`config.mk`:
```
export PLATFORM = sky130hd
export DESIGN_NAME = fesl_sequencer
export DESIGN_NICKNAME = d
export VERILOG_FILES = /design/src/fesl_sequencer.v
export VERILOG_INCLUDE_DIRS = /design/src
export SDC_FILE = /design/constraint.sdc
export NUM_CORES = 1
export LEC_CHECK = 0
export ABC_AREA = 1
export CAP_MARGIN = 0
export CELL_PAD_IN_SITES_DETAIL_PLACEMENT = 2
export CELL_PAD_IN_SITES_GLOBAL_PLACEMENT = 2
export CORE_ASPECT_RATIO = 1.4
export CORE_MARGIN = 2
export CORE_UTILIZATION = 38
export CTS_CLUSTER_DIAMETER = 100
export CTS_CLUSTER_SIZE = 28
export DETAILED_ROUTE_END_ITERATION = 10
export DONT_BUFFER_PORTS = 1
export GPL_TIMING_DRIVEN = 0
export PLACE_DENSITY_LB_ADDON = 0.1
export SYNTH_ARGS = -nofsm -noshare
export SYNTH_HDL_FRONTEND = slang
export SYNTH_SLANG_ARGS = --single-unit
```
`constraint.sdc`:
```
create_clock -name pclk -period 2 [get_ports pclk]
set_clock_uncertainty 0.05 [all_clocks]
set_input_delay 0 -clock pclk [delete_from_list [all_inputs] [get_ports pclk]]
set_output_delay 0 -clock pclk [all_outputs]
set_load 0.05 [all_outputs]
```
`src/fesl_consts.vh`:
```
`ifndef FESL_CONSTS_VH
`define FESL_CONSTS_VH
// APB register byte offsets
`define FESL_REG_CMD 8'h00
`define FESL_REG_ADDR 8'h04
`define FESL_REG_RDATA 8'h08
`define FESL_REG_STATUS 8'h0C
`define FESL_REG_RCR 8'h10
`define FESL_REG_PINS 8'h14
// Command word fields
`define FESL_CODE_MSB 7
`define FESL_BLK_MSB 10
`define FESL_BLK_LSB 8
`define FESL_DAT_LSB 16
// Command codes
`define FESL_C_READ_ARRAY 8'hFF
`define FESL_C_READ_STATUS 8'h70
`define FESL_C_READ_ID 8'h90
`define FESL_C_CFI 8'h98
`define FESL_C_CLR_STATUS 8'h50
`define FESL_C_PROG_SETUP 8'h40
`define FESL_C_PROG_ALT 8'h10
`define FESL_C_ERASE_SETUP 8'h20
`define FESL_C_CONFIRM 8'hD0
`define FESL_C_SUSPEND 8'hB0
`define FESL_C_LOCK_SETUP 8'h60
`define FESL_C_LOCK 8'h01
`define FESL_C_LOCKDN 8'h2F
`define FESL_C_RCR_SET 8'h03
// Status flag bit positions
`define FESL_SR_READY 7
`define FESL_SR_ESUSP 6
`define FESL_SR_ERASE_ERR 5
`define FESL_SR_PROG_ERR 4
`define FESL_SR_VPP_ERR 3
`define FESL_SR_PSUSP 2
`define FESL_SR_LOCK_ERR 1
`define FESL_SR_ERASING 0
// Reset values
`define FESL_LOCK_RST 8'hFF
`define FESL_RCR_RST 16'hBFCF
`define FESL_CFI_WORD 16'h0051
// Timing: clock period and operation times in ns
`define FESL_CLK_NS 20
`define FESL_PROG_NS 2000
`define FESL_ERASE_NS 40000
`define FESL_SUSP_NS 400
// Cycle counts: operation times above over the clock period, sized to the counters
`define FESL_PROG_CYC 12'h064
`define FESL_ERASE_CYC 12'h7D0
`define FESL_SUSP_CYC 12'h014
`endif

```
`src/fesl_sequencer.v`:
```
// Summary of operation
// - Program resume continues the suspended program, clearing ready and program-suspended flags.
// - Program and erase resume are accepted at any block address.
// - Supply at lockout level halts program or erase and sets the supply error flag.
// - Lock bits stay writable and readable whatever the programming supply level.
// - One erase sequence erases exactly one whole block, leaving it all ones.
// - Chip enable going inactive during erase lets the erase finish before standby.
// - After an erase command reads return status until a later read command is accepted.
// - Erasing flag shows the addressed block erasing; ready sets at erase completion.
// - Erase end reports failure, supply error, or locked-block abort flags.
// - Erase suspend stops at a checkpoint, keeps status, sets ready and erase-suspended.
// - During erase suspend, program and read any block except the suspended one.
// - Erase suspend accepts reads, status, id, query, resume, clear, program, lock commands.
// - Erase resumes only after programs started during the suspend complete.
// - Erase resume continues erase, clearing ready and erase-suspended flags.
// - Reset during erase suspend resets the device; reset stays off across resume.
// - All blocks locked after reset; locked blocks refuse program and erase.
// - After lock setup the next block command sets its lock, or loads read configuration.
// - Locked-down block unlocks only with write-protect deasserted; reset returns it locked.
// - Identifier read returns lock bit on bit zero and lock-down bit on bit one.
// - Lock setup followed by other commands sets program and erase error flags.
// - Lock changes refused in program suspend; suspended-erase block lock applies immediately.
//
// Added by the designer: the address map and the APB register port.
`include "fesl_consts.vh"
`default_nettype none
module fesl_sequencer (
	// APB slave
	input wire pclk,
	input wire presetn,
	input wire psel,
	input wire penable,
	input wire pwrite,
	input wire [7:0] paddr,
	input wire [31:0] pwdata,
	output reg [31:0] prdata,
	output reg pready,
	output reg pslverr,
	// Device pins, asynchronous
	input wire ce_n,
	input wire wp_n,
	input wire vpp_lockout,
	// Device state
	output reg busy,
	output reg standby
);
	localparam NBLK = 8;
	localparam [4:0] S_IDLE = 5'h01;
	localparam [4:0] S_ERASE = 5'h02;
	localparam [4:0] S_ESUSP = 5'h04;
	localparam [4:0] S_PROG = 5'h08;
	localparam [4:0] S_PSUSP = 5'h10;
	localparam [3:0] Q_NONE = 4'h1;
	localparam [3:0] Q_PROG = 4'h2;
	localparam [3:0] Q_ERASE = 4'h4;
	localparam [3:0] Q_LOCK = 4'h8;
	localparam [3:0] M_ARRAY = 4'h1;
	localparam [3:0] M_STATUS = 4'h2;
	localparam [3:0] M_ID = 4'h4;
	localparam [3:0] M_CFI = 4'h8;
	localparam [11:0] PROG_CYC = `FESL_PROG_CYC;
	localparam [11:0] ERASE_CYC = `FESL_ERASE_CYC;
	localparam [11:0] SUSP_CYC = `FESL_SUSP_CYC;

	function is_read_cmd;
		input [7:0] c;
		begin
			is_read_cmd = (c == `FESL_C_READ_ARRAY) || (c == `FESL_C_READ_STATUS) ||
				(c == `FESL_C_READ_ID) || (c == `FESL_C_CFI);
		end
	endfunction

	function [3:0] read_mode;
		input [7:0] c;
		begin
			case (c)
				`FESL_C_READ_ARRAY: read_mode = M_ARRAY;
				`FESL_C_READ_ID: read_mode = M_ID;
				`FESL_C_CFI: read_mode = M_CFI;
				default: read_mode = M_STATUS;
			endcase
		end
	endfunction

	reg [1:0] ce_sy_r;
	reg [1:0] wp_sy_r;
	reg [1:0] vpp_sy_r;
	reg [4:0] state_r;
	reg [3:0] seq_r;
	reg [3:0] mode_r;
	reg [2:0] rd_blk_r;
	reg [2:0] erase_blk_r;
	reg [2:0] prog_blk_r;
	reg [2:0] setup_blk_r;
	reg [11:0] erase_cnt_r;
	reg [11:0] prog_cnt_r;
	reg [11:0] susp_cnt_r;
	reg susp_req_r;
	reg prog_in_es_r;
	reg err_erase_r;
	reg err_prog_r;
	reg err_vpp_r;
	reg err_lock_r;
	reg [NBLK-1:0] erased_r;
	reg [15:0] rcr_r;
	wire ce_off;
	wire wp_on;
	wire vpp_low;
	wire acc;
	wire wr_cmd;
	wire [7:0] code;
	wire [2:0] blk;
	wire [15:0] dat;
	wire [NBLK-1:0] lock_w;
	wire [NBLK-1:0] lockdn_w;
	wire [7:0] sr;
	reg [31:0] rd_word;

	assign ce_off = ce_sy_r[1];
	assign wp_on = ~wp_sy_r[1];
	assign vpp_low = vpp_sy_r[1];
	assign acc = psel & penable & pready;
	assign wr_cmd = acc & pwrite & (paddr == `FESL_REG_CMD) & ~ce_off;
	assign code = pwdata[`FESL_CODE_MSB:0];
	assign blk = pwdata[`FESL_BLK_MSB:`FESL_BLK_LSB];
	assign dat = pwdata[31:`FESL_DAT_LSB];

	assign sr[`FESL_SR_READY] = ~(state_r[1] | state_r[3]);
	assign sr[`FESL_SR_ESUSP] = state_r[2] | (state_r[4] & prog_in_es_r);
	assign sr[`FESL_SR_ERASE_ERR] = err_erase_r;
	assign sr[`FESL_SR_PROG_ERR] = err_prog_r;
	assign sr[`FESL_SR_VPP_ERR] = err_vpp_r;
	assign sr[`FESL_SR_PSUSP] = state_r[4];
	assign sr[`FESL_SR_LOCK_ERR] = err_lock_r;
	assign sr[`FESL_SR_ERASING] = state_r[1] & (rd_blk_r == erase_blk_r);

	// Pin synchronisers
	always @(posedge pclk or negedge presetn)
	begin
		if (!presetn)
		begin
			ce_sy_r <= 2'h3;
			wp_sy_r <= 2'h0;
			vpp_sy_r <= 2'h0;
		end
		else
		begin
			ce_sy_r <= {ce_sy_r[0], ce_n};
			wp_sy_r <= {wp_sy_r[0], wp_n};
			vpp_sy_r <= {vpp_sy_r[0], vpp_lockout};
		end
	end

	// Per-block lock and lock-down bits
	genvar g;
	generate
		for (g = 0; g < NBLK; g = g + 1)
		begin : g_lock
			reg lock_r;
			reg lockdn_r;
			wire hit;
			assign hit = wr_cmd & seq_r[3] & (blk == g);
			always @(posedge pclk or negedge presetn)
			begin
				if (!presetn)
				begin
					lock_r <= |(`FESL_LOCK_RST & (8'h01 << g));
					lockdn_r <= 1'b0;
				end
				else if (hit)
				begin
					if (code == `FESL_C_LOCK)
						lock_r <= 1'b1;
					else if (code == `FESL_C_LOCKDN)
						{lock_r, lockdn_r} <= 2'h3;
					else if (code == `FESL_C_CONFIRM && !(lockdn_r && wp_on))
						lock_r <= 1'b0;
				end
			end
			assign lock_w[g] = lock_r;
			assign lockdn_w[g] = lockdn_r;
		end
	endgenerate

	// Command sequencer and internal write sequencer
	always @(posedge pclk or negedge presetn)
	begin
		if (!presetn)
		begin
			state_r <= S_IDLE;
			seq_r <= Q_NONE;
			mode_r <= M_ARRAY;
			{erase_blk_r, prog_blk_r, setup_blk_r} <= 9'h000;
			{erase_cnt_r, prog_cnt_r, susp_cnt_r} <= 36'h000000000;
			{susp_req_r, prog_in_es_r} <= 2'h0;
			{err_erase_r, err_prog_r, err_vpp_r, err_lock_r} <= 4'h0;
			erased_r <= {NBLK{1'b0}};
			rcr_r <= `FESL_RCR_RST;
		end
		else
		begin
			case (state_r)
				S_ERASE:
				begin
					if (vpp_low)
					begin
						{err_vpp_r, err_erase_r} <= 2'h3;
						susp_req_r <= 1'b0;
						state_r <= S_IDLE;
					end
					else if (susp_req_r)
					begin
						if (susp_cnt_r == 12'h001)
						begin
							susp_req_r <= 1'b0;
							state_r <= S_ESUSP;
						end
						susp_cnt_r <= susp_cnt_r - 12'h001;
					end
					else if (erase_cnt_r == 12'h001)
					begin
						erased_r[erase_blk_r] <= 1'b1;
						state_r <= S_IDLE;
					end
					erase_cnt_r <= erase_cnt_r - {11'h000, ~susp_req_r};
				end
				S_PROG:
				begin
					if (vpp_low)
					begin
						{err_vpp_r, err_prog_r} <= 2'h3;
						susp_req_r <= 1'b0;
						state_r <= prog_in_es_r ? S_ESUSP : S_IDLE;
						prog_in_es_r <= 1'b0;
					end
					else if (susp_req_r)
					begin
						if (susp_cnt_r == 12'h001)
						begin
							susp_req_r <= 1'b0;
							state_r <= S_PSUSP;
						end
						susp_cnt_r <= susp_cnt_r - 12'h001;
					end
					else if (prog_cnt_r == 12'h001)
					begin
						erased_r[prog_blk_r] <= 1'b0;
						state_r <= prog_in_es_r ? S_ESUSP : S_IDLE;
						prog_in_es_r <= 1'b0;
					end
					prog_cnt_r <= prog_cnt_r - {11'h000, ~susp_req_r};
				end
				default:
					susp_req_r <= 1'b0;
			endcase

			if (wr_cmd)
			begin
				seq_r <= Q_NONE;
				if (seq_r[3])
				begin
					if (code == `FESL_C_RCR_SET)
						rcr_r <= dat;
					else if (code != `FESL_C_LOCK && code != `FESL_C_LOCKDN &&
						code != `FESL_C_CONFIRM)
						{err_prog_r, err_erase_r} <= 2'h3;
				end
				else if (seq_r[1])
				begin
					mode_r <= M_STATUS;
					if (lock_w[blk])
						{err_prog_r, err_lock_r} <= 2'h3;
					else if (vpp_low)
						{err_prog_r, err_vpp_r} <= 2'h3;
					else if (state_r[2] && blk == erase_blk_r)
						err_prog_r <= 1'b1;
					else
					begin
						prog_in_es_r <= state_r[2];
						prog_blk_r <= blk;
						prog_cnt_r <= PROG_CYC;
						state_r <= S_PROG;
					end
				end
				else if (seq_r[2])
				begin
					mode_r <= M_STATUS;
					if (code != `FESL_C_CONFIRM || blk != setup_blk_r)
						{err_prog_r, err_erase_r} <= 2'h3;
					else if (lock_w[blk])
						{err_erase_r, err_lock_r} <= 2'h3;
					else if (vpp_low)
						{err_erase_r, err_vpp_r} <= 2'h3;
					else
					begin
						erase_blk_r <= blk;
						erase_cnt_r <= ERASE_CYC;
						state_r <= S_ERASE;
					end
				end
				else if (state_r[0] || state_r[2])
				begin
					if (is_read_cmd(code))
						mode_r <= read_mode(code);
					else if (code == `FESL_C_CLR_STATUS)
						{err_erase_r, err_prog_r, err_vpp_r, err_lock_r} <= 4'h0;
					else if (code == `FESL_C_PROG_SETUP || code == `FESL_C_PROG_ALT)
						seq_r <= Q_PROG;
					else if (code == `FESL_C_LOCK_SETUP)
						seq_r <= Q_LOCK;
					else if (code == `FESL_C_ERASE_SETUP && state_r[0])
					begin
						seq_r <= Q_ERASE;
						setup_blk_r <= blk;
						mode_r <= M_STATUS;
					end
					else if (code == `FESL_C_CONFIRM && state_r[2])
					begin
						state_r <= S_ERASE;
						mode_r <= M_STATUS;
					end
				end
				else if (state_r[4])
				begin
					if (is_read_cmd(code))
						mode_r <= read_mode(code);
					else if (code == `FESL_C_CONFIRM)
					begin
						state_r <= S_PROG;
						mode_r <= M_STATUS;
					end
				end
				else if (code == `FESL_C_SUSPEND && !susp_req_r)
				begin
					susp_req_r <= 1'b1;
					susp_cnt_r <= SUSP_CYC;
				end
			end
		end
	end

	// Data the device drives on a read cycle
	always @*
	begin
		rd_word = 32'h00000000;
		case (mode_r)
			M_ARRAY:
				if (state_r[2] && rd_blk_r == erase_blk_r)
					rd_word = {24'h000000, sr};
				else
					rd_word = {16'h0000, {16{erased_r[rd_blk_r]}}};
			M_ID: rd_word = {30'h00000000, lockdn_w[rd_blk_r], lock_w[rd_blk_r]};
			M_CFI: rd_word = {16'h0000, `FESL_CFI_WORD};
			default: rd_word = {24'h000000, sr};
		endcase
	end

	// APB slave: one wait state, registered answer
	always @(posedge pclk or negedge presetn)
	begin
		if (!presetn)
		begin
			pready <= 1'b0;
			pslverr <= 1'b0;
			prdata <= 32'h00000000;
			rd_blk_r <= 3'h0;
			busy <= 1'b0;
			standby <= 1'b0;
		end
		else
		begin
			pready <= psel & penable & ~pready;
			busy <= state_r[1] | state_r[3];
			standby <= ce_off & ~(state_r[1] | state_r[3]);
			if (acc & pwrite & (paddr == `FESL_REG_ADDR))
				rd_blk_r <= pwdata[2:0];
			pslverr <= psel && penable && !pready && (paddr != `FESL_REG_CMD) &&
				(paddr != `FESL_REG_ADDR) && (paddr != `FESL_REG_RDATA) &&
				(paddr != `FESL_REG_STATUS) && (paddr != `FESL_REG_RCR) &&
				(paddr != `FESL_REG_PINS);
			if (psel & penable & ~pready)
			begin
				case (paddr)
					`FESL_REG_ADDR: prdata <= {29'h00000000, rd_blk_r};
					`FESL_REG_RDATA: prdata <= rd_word;
					`FESL_REG_STATUS: prdata <= {24'h000000, sr};
					`FESL_REG_RCR: prdata <= {16'h0000, rcr_r};
					`FESL_REG_PINS: prdata <= {24'h000000, seq_r, vpp_low, ~wp_on, ce_off, 1'b0};
					default: prdata <= 32'h00000000;
				endcase
			end
		end
	end
endmodule // fesl_sequencer
`default_nettype wire

```
After elaboration in Yosys (flattened, before gate mapping)
Index checks and enable logic that the tools add are counted.

storage, ports and cells
  register bits after elaboration = 149
  bits of input ports = 48
  word-level logic and storage cells = 430
  output and inout bits = 36

operators by class
  add/sub/neg operators = 3
  equal/unequal tests = 57
  order comparisons = 6
  multiplexer cells = 192
  bitwise gates (word level) = 41
  reduce and logical (&&, ||, !) cells = 89

operators by type and width
  cell                                                        count
  2-to-1 mux 12 bit                                           25
  one-hot mux 32 bit (5 select lines)                         1
  2-to-1 mux 5 bit                                            28
  2-to-1 mux 1 bit                                            99
  one-hot mux 32 bit (3 select lines)                         1
  2-to-1 mux 4 bit                                            20
  2-to-1 mux 8 bit                                            6
  equality test 8 bit, second input constant                  5
  equality test 12 x 1 -> 1 bit, second input constant        3
  logical AND 1 bit                                           33
  equality test 8 x 7 -> 1 bit, second input constant         4
  nonzero test 3 bit                                          10
  AND reduction 3 bit                                         9
  equality test 8 x 5 -> 1 bit, second input constant         3
  subtractor 12 x 1 -> 12 bit                                 2
  AND 1 bit                                                   19
  NOT 1 bit                                                   17
  equality test 8 x 4 -> 1 bit, second input constant         2
  equality test 8 x 6 -> 1 bit, second input constant         2
  less-than comparator 3 x 4 -> 1 bit, second input constant  4
  2-to-1 mux 16 bit                                           1
  != test 8 x 4 -> 1 bit, second input constant               2
  != test 8 x 5 -> 1 bit, second input constant               2
  one-hot mux 8 bit (2 select lines)                          1
  other kinds (46)                                            89

Logic depth before layout (Yosys ltp)
  depth in word-level cells = 16
  gate-level depth with buffers = 14
  gate-level depth less buffers = 14

Worst setup path after synthesis
Ideal clock, no wire load.

  kind = reg-to-reg
  from = register pready
  to = register rcr_r[14]
  stages on the path, launching flop included = 8
  buffers on the path = 1
  setup slack = 0.029 ns
  arrival = 1.796 ns
  setup time = 0.125 ns
  period minus slack after synthesis = 1.971 ns
  data required time = 1.825 ns
  cell sequence = dfrtp_1 > nand4_1 > inv_1 > nand3_4 > nor2_8 > nand2_4 > buf_6 > mux2_4

between the ends
  word-level cells in the longest chain between the ends = 5

ends and longest elaborated chain
  element                               line                  source
  start, declared                       fesl_sequencer.v:37   output reg pready,
  start signal, assigned                fesl_sequencer.v:372  pready <= psel & penable & ~pready;
  AND 1 bit                             fesl_sequencer.v:122  assign acc = psel & penable & pready;
  AND 1 bit (3 in series)               fesl_sequencer.v:123  assign wr_cmd = acc & pwrite & (paddr == `FESL_REG_CMD) & ~ce_off;
  AND reduction 3 bit (no source line)  --
  end signal, assigned                  fesl_sequencer.v:198  rcr_r <= `FESL_RCR_RST;
  end signal, assigned                  fesl_sequencer.v:263  rcr_r <= dat;
  end, declared                         fesl_sequencer.v:105  reg [15:0] rcr_r;

Every way passes these cells.
A chain may end at the register's enable or synchronous reset.

Worst setup path after layout
  from = register g_lock[4].lock_r
  to = register erase_cnt_r[2]

between the ends
  word-level cells in the longest chain between the ends = 8

ends and longest elaborated chain
  element                                 line                  source
  start, declared                         fesl_sequencer.v:159  reg lock_r;
  start signal, assigned                  fesl_sequencer.v:167  lock_r <= |(`FESL_LOCK_RST & (8'h01 << g));
  binary-select mux 1 bit (select 3 bit)  fesl_sequencer.v:290  else if (lock_w[blk])
  2-to-1 mux 1 bit (not written as such)  fesl_sequencer.v:290
  2-to-1 mux 12 bit                       fesl_sequencer.v:290
  2-to-1 mux 12 bit                       fesl_sequencer.v:288  if (code != `FESL_C_CONFIRM || blk != setup_blk_r)
  2-to-1 mux 12 bit                       fesl_sequencer.v:285  else if (seq_r[2])
  2-to-1 mux 12 bit                       fesl_sequencer.v:268  else if (seq_r[1])
  2-to-1 mux 12 bit                       fesl_sequencer.v:260  if (seq_r[3])
  2-to-1 mux 12 bit                       fesl_sequencer.v:257  if (wr_cmd)
  end signal, assigned                    fesl_sequencer.v:225  erase_cnt_r <= erase_cnt_r - {11'h000, ~susp_req_r};
  end, declared                           fesl_sequencer.v:95   reg [11:0] erase_cnt_r;

Every way passes these cells. The select of a mux whose other input is x is not followed.

==> results_tabular.tex <==
\begin{tabular}{lr}
\hline
Metric & Value \\
\hline
\multicolumn{2}{l}{\textbf{Final layout}} \\
\quad Filler Cell Count & between 2000 and 2500 \\
\quad Growth of design area from synthesis to finish & 28.59\% \\
\quad Multi-input logic area & around 4000 sq um \\
\quad Share of layout cells above drive strength 1 & 25.27\% \\
\quad Net total in the final layout & 1169 \\
\quad Layout Utilization & 49.45\% \\
\quad Register area & 3367 sq um \\
\quad Final instance area & 10050 sq um \\
\quad Antenna diode count & 0 \\
\multicolumn{2}{l}{\textbf{Synth}} \\
\quad Flip-flop and latch count after synthesis & approximately 130 \\
\quad EDFF count, synth & 0 \\
\quad Dominant cell type by area after synthesis & sky130\_fd\_sc\_hd\_\_dfrtp\_1 \\
\quad Predominant post-synthesis flop cell & sky130\_fd\_sc\_hd\_\_dfrtp\_1 \\
\quad Number of different library cells in the post-synthesis netlist & 52 \\
\quad Seq/Total Area, Yosys & 43.00\% \\
\quad Largest cells by area after synthesis & sky130\_fd\_sc\_hd\_\_dfrtp\_1 (34\%), sky130\_fd\_sc\_hd\_\_nand2\_1 (10\%), sky130\_fd\_sc\_hd\_\_dfstp\_2 (8.7\%) \\
\quad Syn avg cell area & 7.832 sq um \\
\quad Share of flip-flops with an asynchronous set or reset & 100.0\% \\
\quad Post-synthesis instance area & 7816 sq um \\
\quad Gate count of the mapped netlist & 998 \\
\quad Share of Yosys cell area claimed by the top area cell type & 34.26\% \\
\quad Count of synthesis-stage warnings from yosys & 0 \\
\multicolumn{2}{l}{\textbf{Global route}} \\
\quad Overflow after GRT & 0 \\
\quad GRT Overall Usage & 26.85\% \\
\quad Global-route wire length before repair & roughly 46 mm \\
\quad Initial antenna violation count & 0 \\
\quad Via count of the first global-routing pass & 8400 \\
\quad Largest net degree at the start of global routing & 134 \\
\multicolumn{2}{l}{\textbf{Drt}} \\
\quad Met3 WL & 1.056 mm \\
\quad Total routed wirelength & 34.67 mm \\
\quad Top routing layer in use & met4 \\
\quad Total number of vias & 7811 \\
\quad Average via count per standard cell & 5.644 \\
\quad Detail Route met2 WL & 19.06 mm \\
\quad Routed wirelength normalized by instance count & roughly 25 microns \\
\quad Remaining design rule violation count & 0 \\
\quad Violation count after the first detailed-routing iteration & 438 \\
\quad Post-route met1 wirelength & roughly 13 mm \\
\quad Antenna-violating nets left & 0 \\
\quad Number of search-and-repair iterations in the first detailed-routing pass & 4 \\
\multicolumn{2}{l}{\textbf{Clock network}} \\
\quad Clk Tree Root Cell & sky130\_fd\_sc\_hd\_\_clkbuf\_16 \\
\quad TritonCTS Buffers & 17 \\
\quad Clk\_lat worst skew & 0.45 ns \\
\quad Clk slew on worst S/H paths & 0.07 ns \\
\quad Maximum level of the CTS H-tree & 4 \\
\quad Number of buffers added to fix hold violations after cts & 37 \\
\quad Clock tree from TritonCTS & yes \\
\quad Clock Tree Buf Depth & 2 \\
\quad Number of sinks on the clock net & 133 \\
\multicolumn{2}{l}{\textbf{Worst setup path}} \\
\quad CP Max Fanout & 6 \\
\quad Data required time of the worst path & 2.31 ns \\
\quad Number of cells on the worst reg-to-reg path & 9 \\
\quad R2R setup slack & -0.33 ns \\
\quad Critical Path Sink & erase\_cnt\_r[2]\$\_DFF\_PN0\_ \\
\quad FF-to-FF Start & g\_lock[4].lock\_r\$\_DFFE\_PN1P\_ \\
\quad Critical path launch point type & register \\
\quad Endpoint type of the worst setup path & register \\
\quad Worst Path Class, Setup & reg -> reg \\
\quad Arr. time, crit path & $\sim$2.6 ns \\
\quad Start point of the critical path & g\_lock[4].lock\_r\$\_DFFE\_PN1P\_ \\
\quad Worst reg2reg endpoint & erase\_cnt\_r[2]\$\_DFF\_PN0\_ \\
\multicolumn{2}{l}{\textbf{STA}} \\
\quad Unrepaired setup endpoints after global routing & true \\
\quad Number of endpoints with negative hold slack in the final report & 133 \\
\quad Share of the clock period used by the worst path & 116.6\% \\
\quad Slack of the critical path & -0.3311 ns \\
\quad Peak clock frequency supported by timing & 429.0 MHz \\
\quad Crit path time final & 2.331 ns \\
\quad Number of endpoints failing setup at the final stage & 74 \\
\quad Actual transition at the worst max-transition pin & between 1 and 1.5 ns \\
\quad Final max-slew violation count & 0 \\
\quad Max\_slew headroom & 33.32\% \\
\quad Final worst hold slack & -0.7968 ns \\
\multicolumn{2}{l}{\textbf{Floorplanning}} \\
\quad Initial Utilization & 38.46\% \\
\quad Die outline height & 173.7 microns \\
\quad Die area & around 22000 sq um \\
\quad Total number of placement rows & 62 \\
\quad Number of top-level design ports & 84 \\
\quad Floorplan core area & 20320 sq um \\
\quad Width of the die & 125.2 microns \\
\multicolumn{2}{l}{\textbf{Pwr}} \\
\quad Leakage power figure & 4.528 nW \\
\quad Power density over the cells & 668.1 nW/um\^{}2 \\
\quad Worst IR Drop VDD & approximately 0.57 mV \\
\multicolumn{2}{l}{\textbf{Outcome}} \\
\quad Violated checks & negative hold slack, negative setup slack \\
\quad Result of the run & finished, violations left \\
\multicolumn{2}{l}{\textbf{Worst hold path}} \\
\quad Hold crit path type & in -> async \\
\multicolumn{2}{l}{\textbf{Run}} \\
\quad Total of max-cap violations & 0 \\
\multicolumn{2}{l}{\textbf{Placement}} \\
\quad Post-Place Cell Area & 8193 sq um \\
\quad Final estimated routing congestion in global placement & 0.8662 \\
\quad Sum of net half-perimeters after detailed placement & 19.05 mm \\
\quad IO Port Bufs & 0 \\
\quad Worst setup slack after placement & -0.5850 ns \\
\hline
\end{tabular}
registers in the layout (all words and copies together) (netlist names), 2 cells and up:
signal,count
prdata,16
rcr_r,16
erase_cnt_r,12
prog_cnt_r,12
susp_cnt_r,12
erased_r,8
g_lock.lock_r,8
g_lock.lockdn_r,8
state_r,5
mode_r,4
seq_r,4
erase_blk_r,3
prog_blk_r,3
rd_blk_r,3
setup_blk_r,3
ce_sy_r,2
vpp_sy_r,2
wp_sy_r,2
synthesized netlist by cell type, types with 7 or more instances:
library cell	instances
sky130_fd_sc_hd__dfstp_2	26
sky130_fd_sc_hd__inv_1	118
sky130_fd_sc_hd__dfrtp_1	107
sky130_fd_sc_hd__nor3_1	21
sky130_fd_sc_hd__buf_4	17
sky130_fd_sc_hd__nand4_1	25
sky130_fd_sc_hd__or2_2	8
sky130_fd_sc_hd__a31oi_1	8
sky130_fd_sc_hd__nand2_2	7
sky130_fd_sc_hd__nand2_1	214
sky130_fd_sc_hd__mux2_4	10
sky130_fd_sc_hd__inv_2	9
sky130_fd_sc_hd__o21ai_0	81
sky130_fd_sc_hd__xnor2_1	14
sky130_fd_sc_hd__o21ai_2	8
sky130_fd_sc_hd__a21oi_1	44
sky130_fd_sc_hd__xor2_1	15
sky130_fd_sc_hd__nand3_1	73
sky130_fd_sc_hd__nor2_1	100
placed cells by master (no fill, tap or decap), drive strengths merged, types with 14 or more instances in the layout:
cell / instances
dfstp: 26
clkbuf: 28
nor2: 109
dlygate4sd3: 37
xnor2: 14
mux2: 16
nand3: 79
inv: 125
conb: 16
buf: 71
nand2: 223
nand4: 26
a21oi: 47
o21ai: 89
nor3: 27
xor2: 15
dfrtp: 107
critical path: stages, from the launching register on:
cell,delay [ns]
sky130_fd_sc_hd__dfstp_2,0.55
sky130_fd_sc_hd__inv_1,0.08
sky130_fd_sc_hd__o21ai_0,0.25
sky130_fd_sc_hd__nand2_1,0.09
sky130_fd_sc_hd__nand3_1,0.14
sky130_fd_sc_hd__nand2_4,0.12
sky130_fd_sc_hd__nand3_1,0.23
sky130_fd_sc_hd__nand3b_4,0.29
sky130_fd_sc_hd__clkinvlp_4,0.21
sky130_fd_sc_hd__nor2_1,0.21
logic make-up after synthesis:
family | count (synthesis) | synth area share [%]
and+or+nand+nor | 481 | 28.65
AOI/OAI and AO/OA | 167 | 12.02
buffers and inverters | 165 | 9.284
DFF | 133 | 43.00
xor gates and xnor gates | 29 | 3.250
muxes | 16 | 2.785
adders and majority gates | 6 | 0.9604
other | 1 | 0.04798
routing by layer:
layer  GRT usage [%]  vias to the layer above
met4           11.11                        0
met1           28.08                     3987
met2           52.33                      236
met3           4.352                      108
met5               0                        -
li1                -                     3480
timing repair:
item,4_1_cts,5_1_grt
cloned,0,2
pin swaps,8,26
hold endpoints to repair,192,133
endpoints found under the setup margin,121,96
setup buffers,17,28
gates resized for setup,41,104
layout make-up:
class                   instances  area share [%]
clock buffers                  20           4.544
multi-input cells             715           40.96
plain buffers                  32           2.540
well taps                     256           3.187
flip-flops and latches        133           33.50
repair buffers                 84           8.141
inverters                     132           5.353
clock inverters                12           1.780
how the worst min path moves through the flow:
stage | cells past startpoint | endpoint | start | slack [ns]
finish | 0 | g_lock[7].lockdn_r$_DFFE_PN0P_ | presetn | -0.80
global route | 0 | prog_in_es_r$_DFF_PN0_ | presetn | -0.82
CTS | 0 | prog_cnt_r[4]$_DFF_PN0_ | presetn | -0.81
detailed placement | 0 | g_lock[6].lockdn_r$_DFFE_PN0P_ | presetn | -0.34
global placement | 0 | g_lock[6].lockdn_r$_DFFE_PN0P_ | presetn | -0.34
floorplan | 0 | busy$_DFF_PN0_ | presetn | -0.35
where the power goes:
part | total, mW | internal (mW) | switching (mW)
clock | 3.50 | 2.15 | 1.35
sequential | 2.77 | 2.72 | 0.0488
combinational | 0.442 | 0.135 | 0.307
metrics by stage:
step	std cells	TNS (ns)	power (mW)
2_1_floorplan	1013	0	3.033
3_3_place_gp	1269	-29.46	3.095
3_5_place_dp	1269	-33.89	3.104
4_1_cts	1354	-0.1769	6.599
5_1_grt	1384	-10.72	6.871
6_report	1384	-7.050	6.715
(Power assumes the default switching activity.)
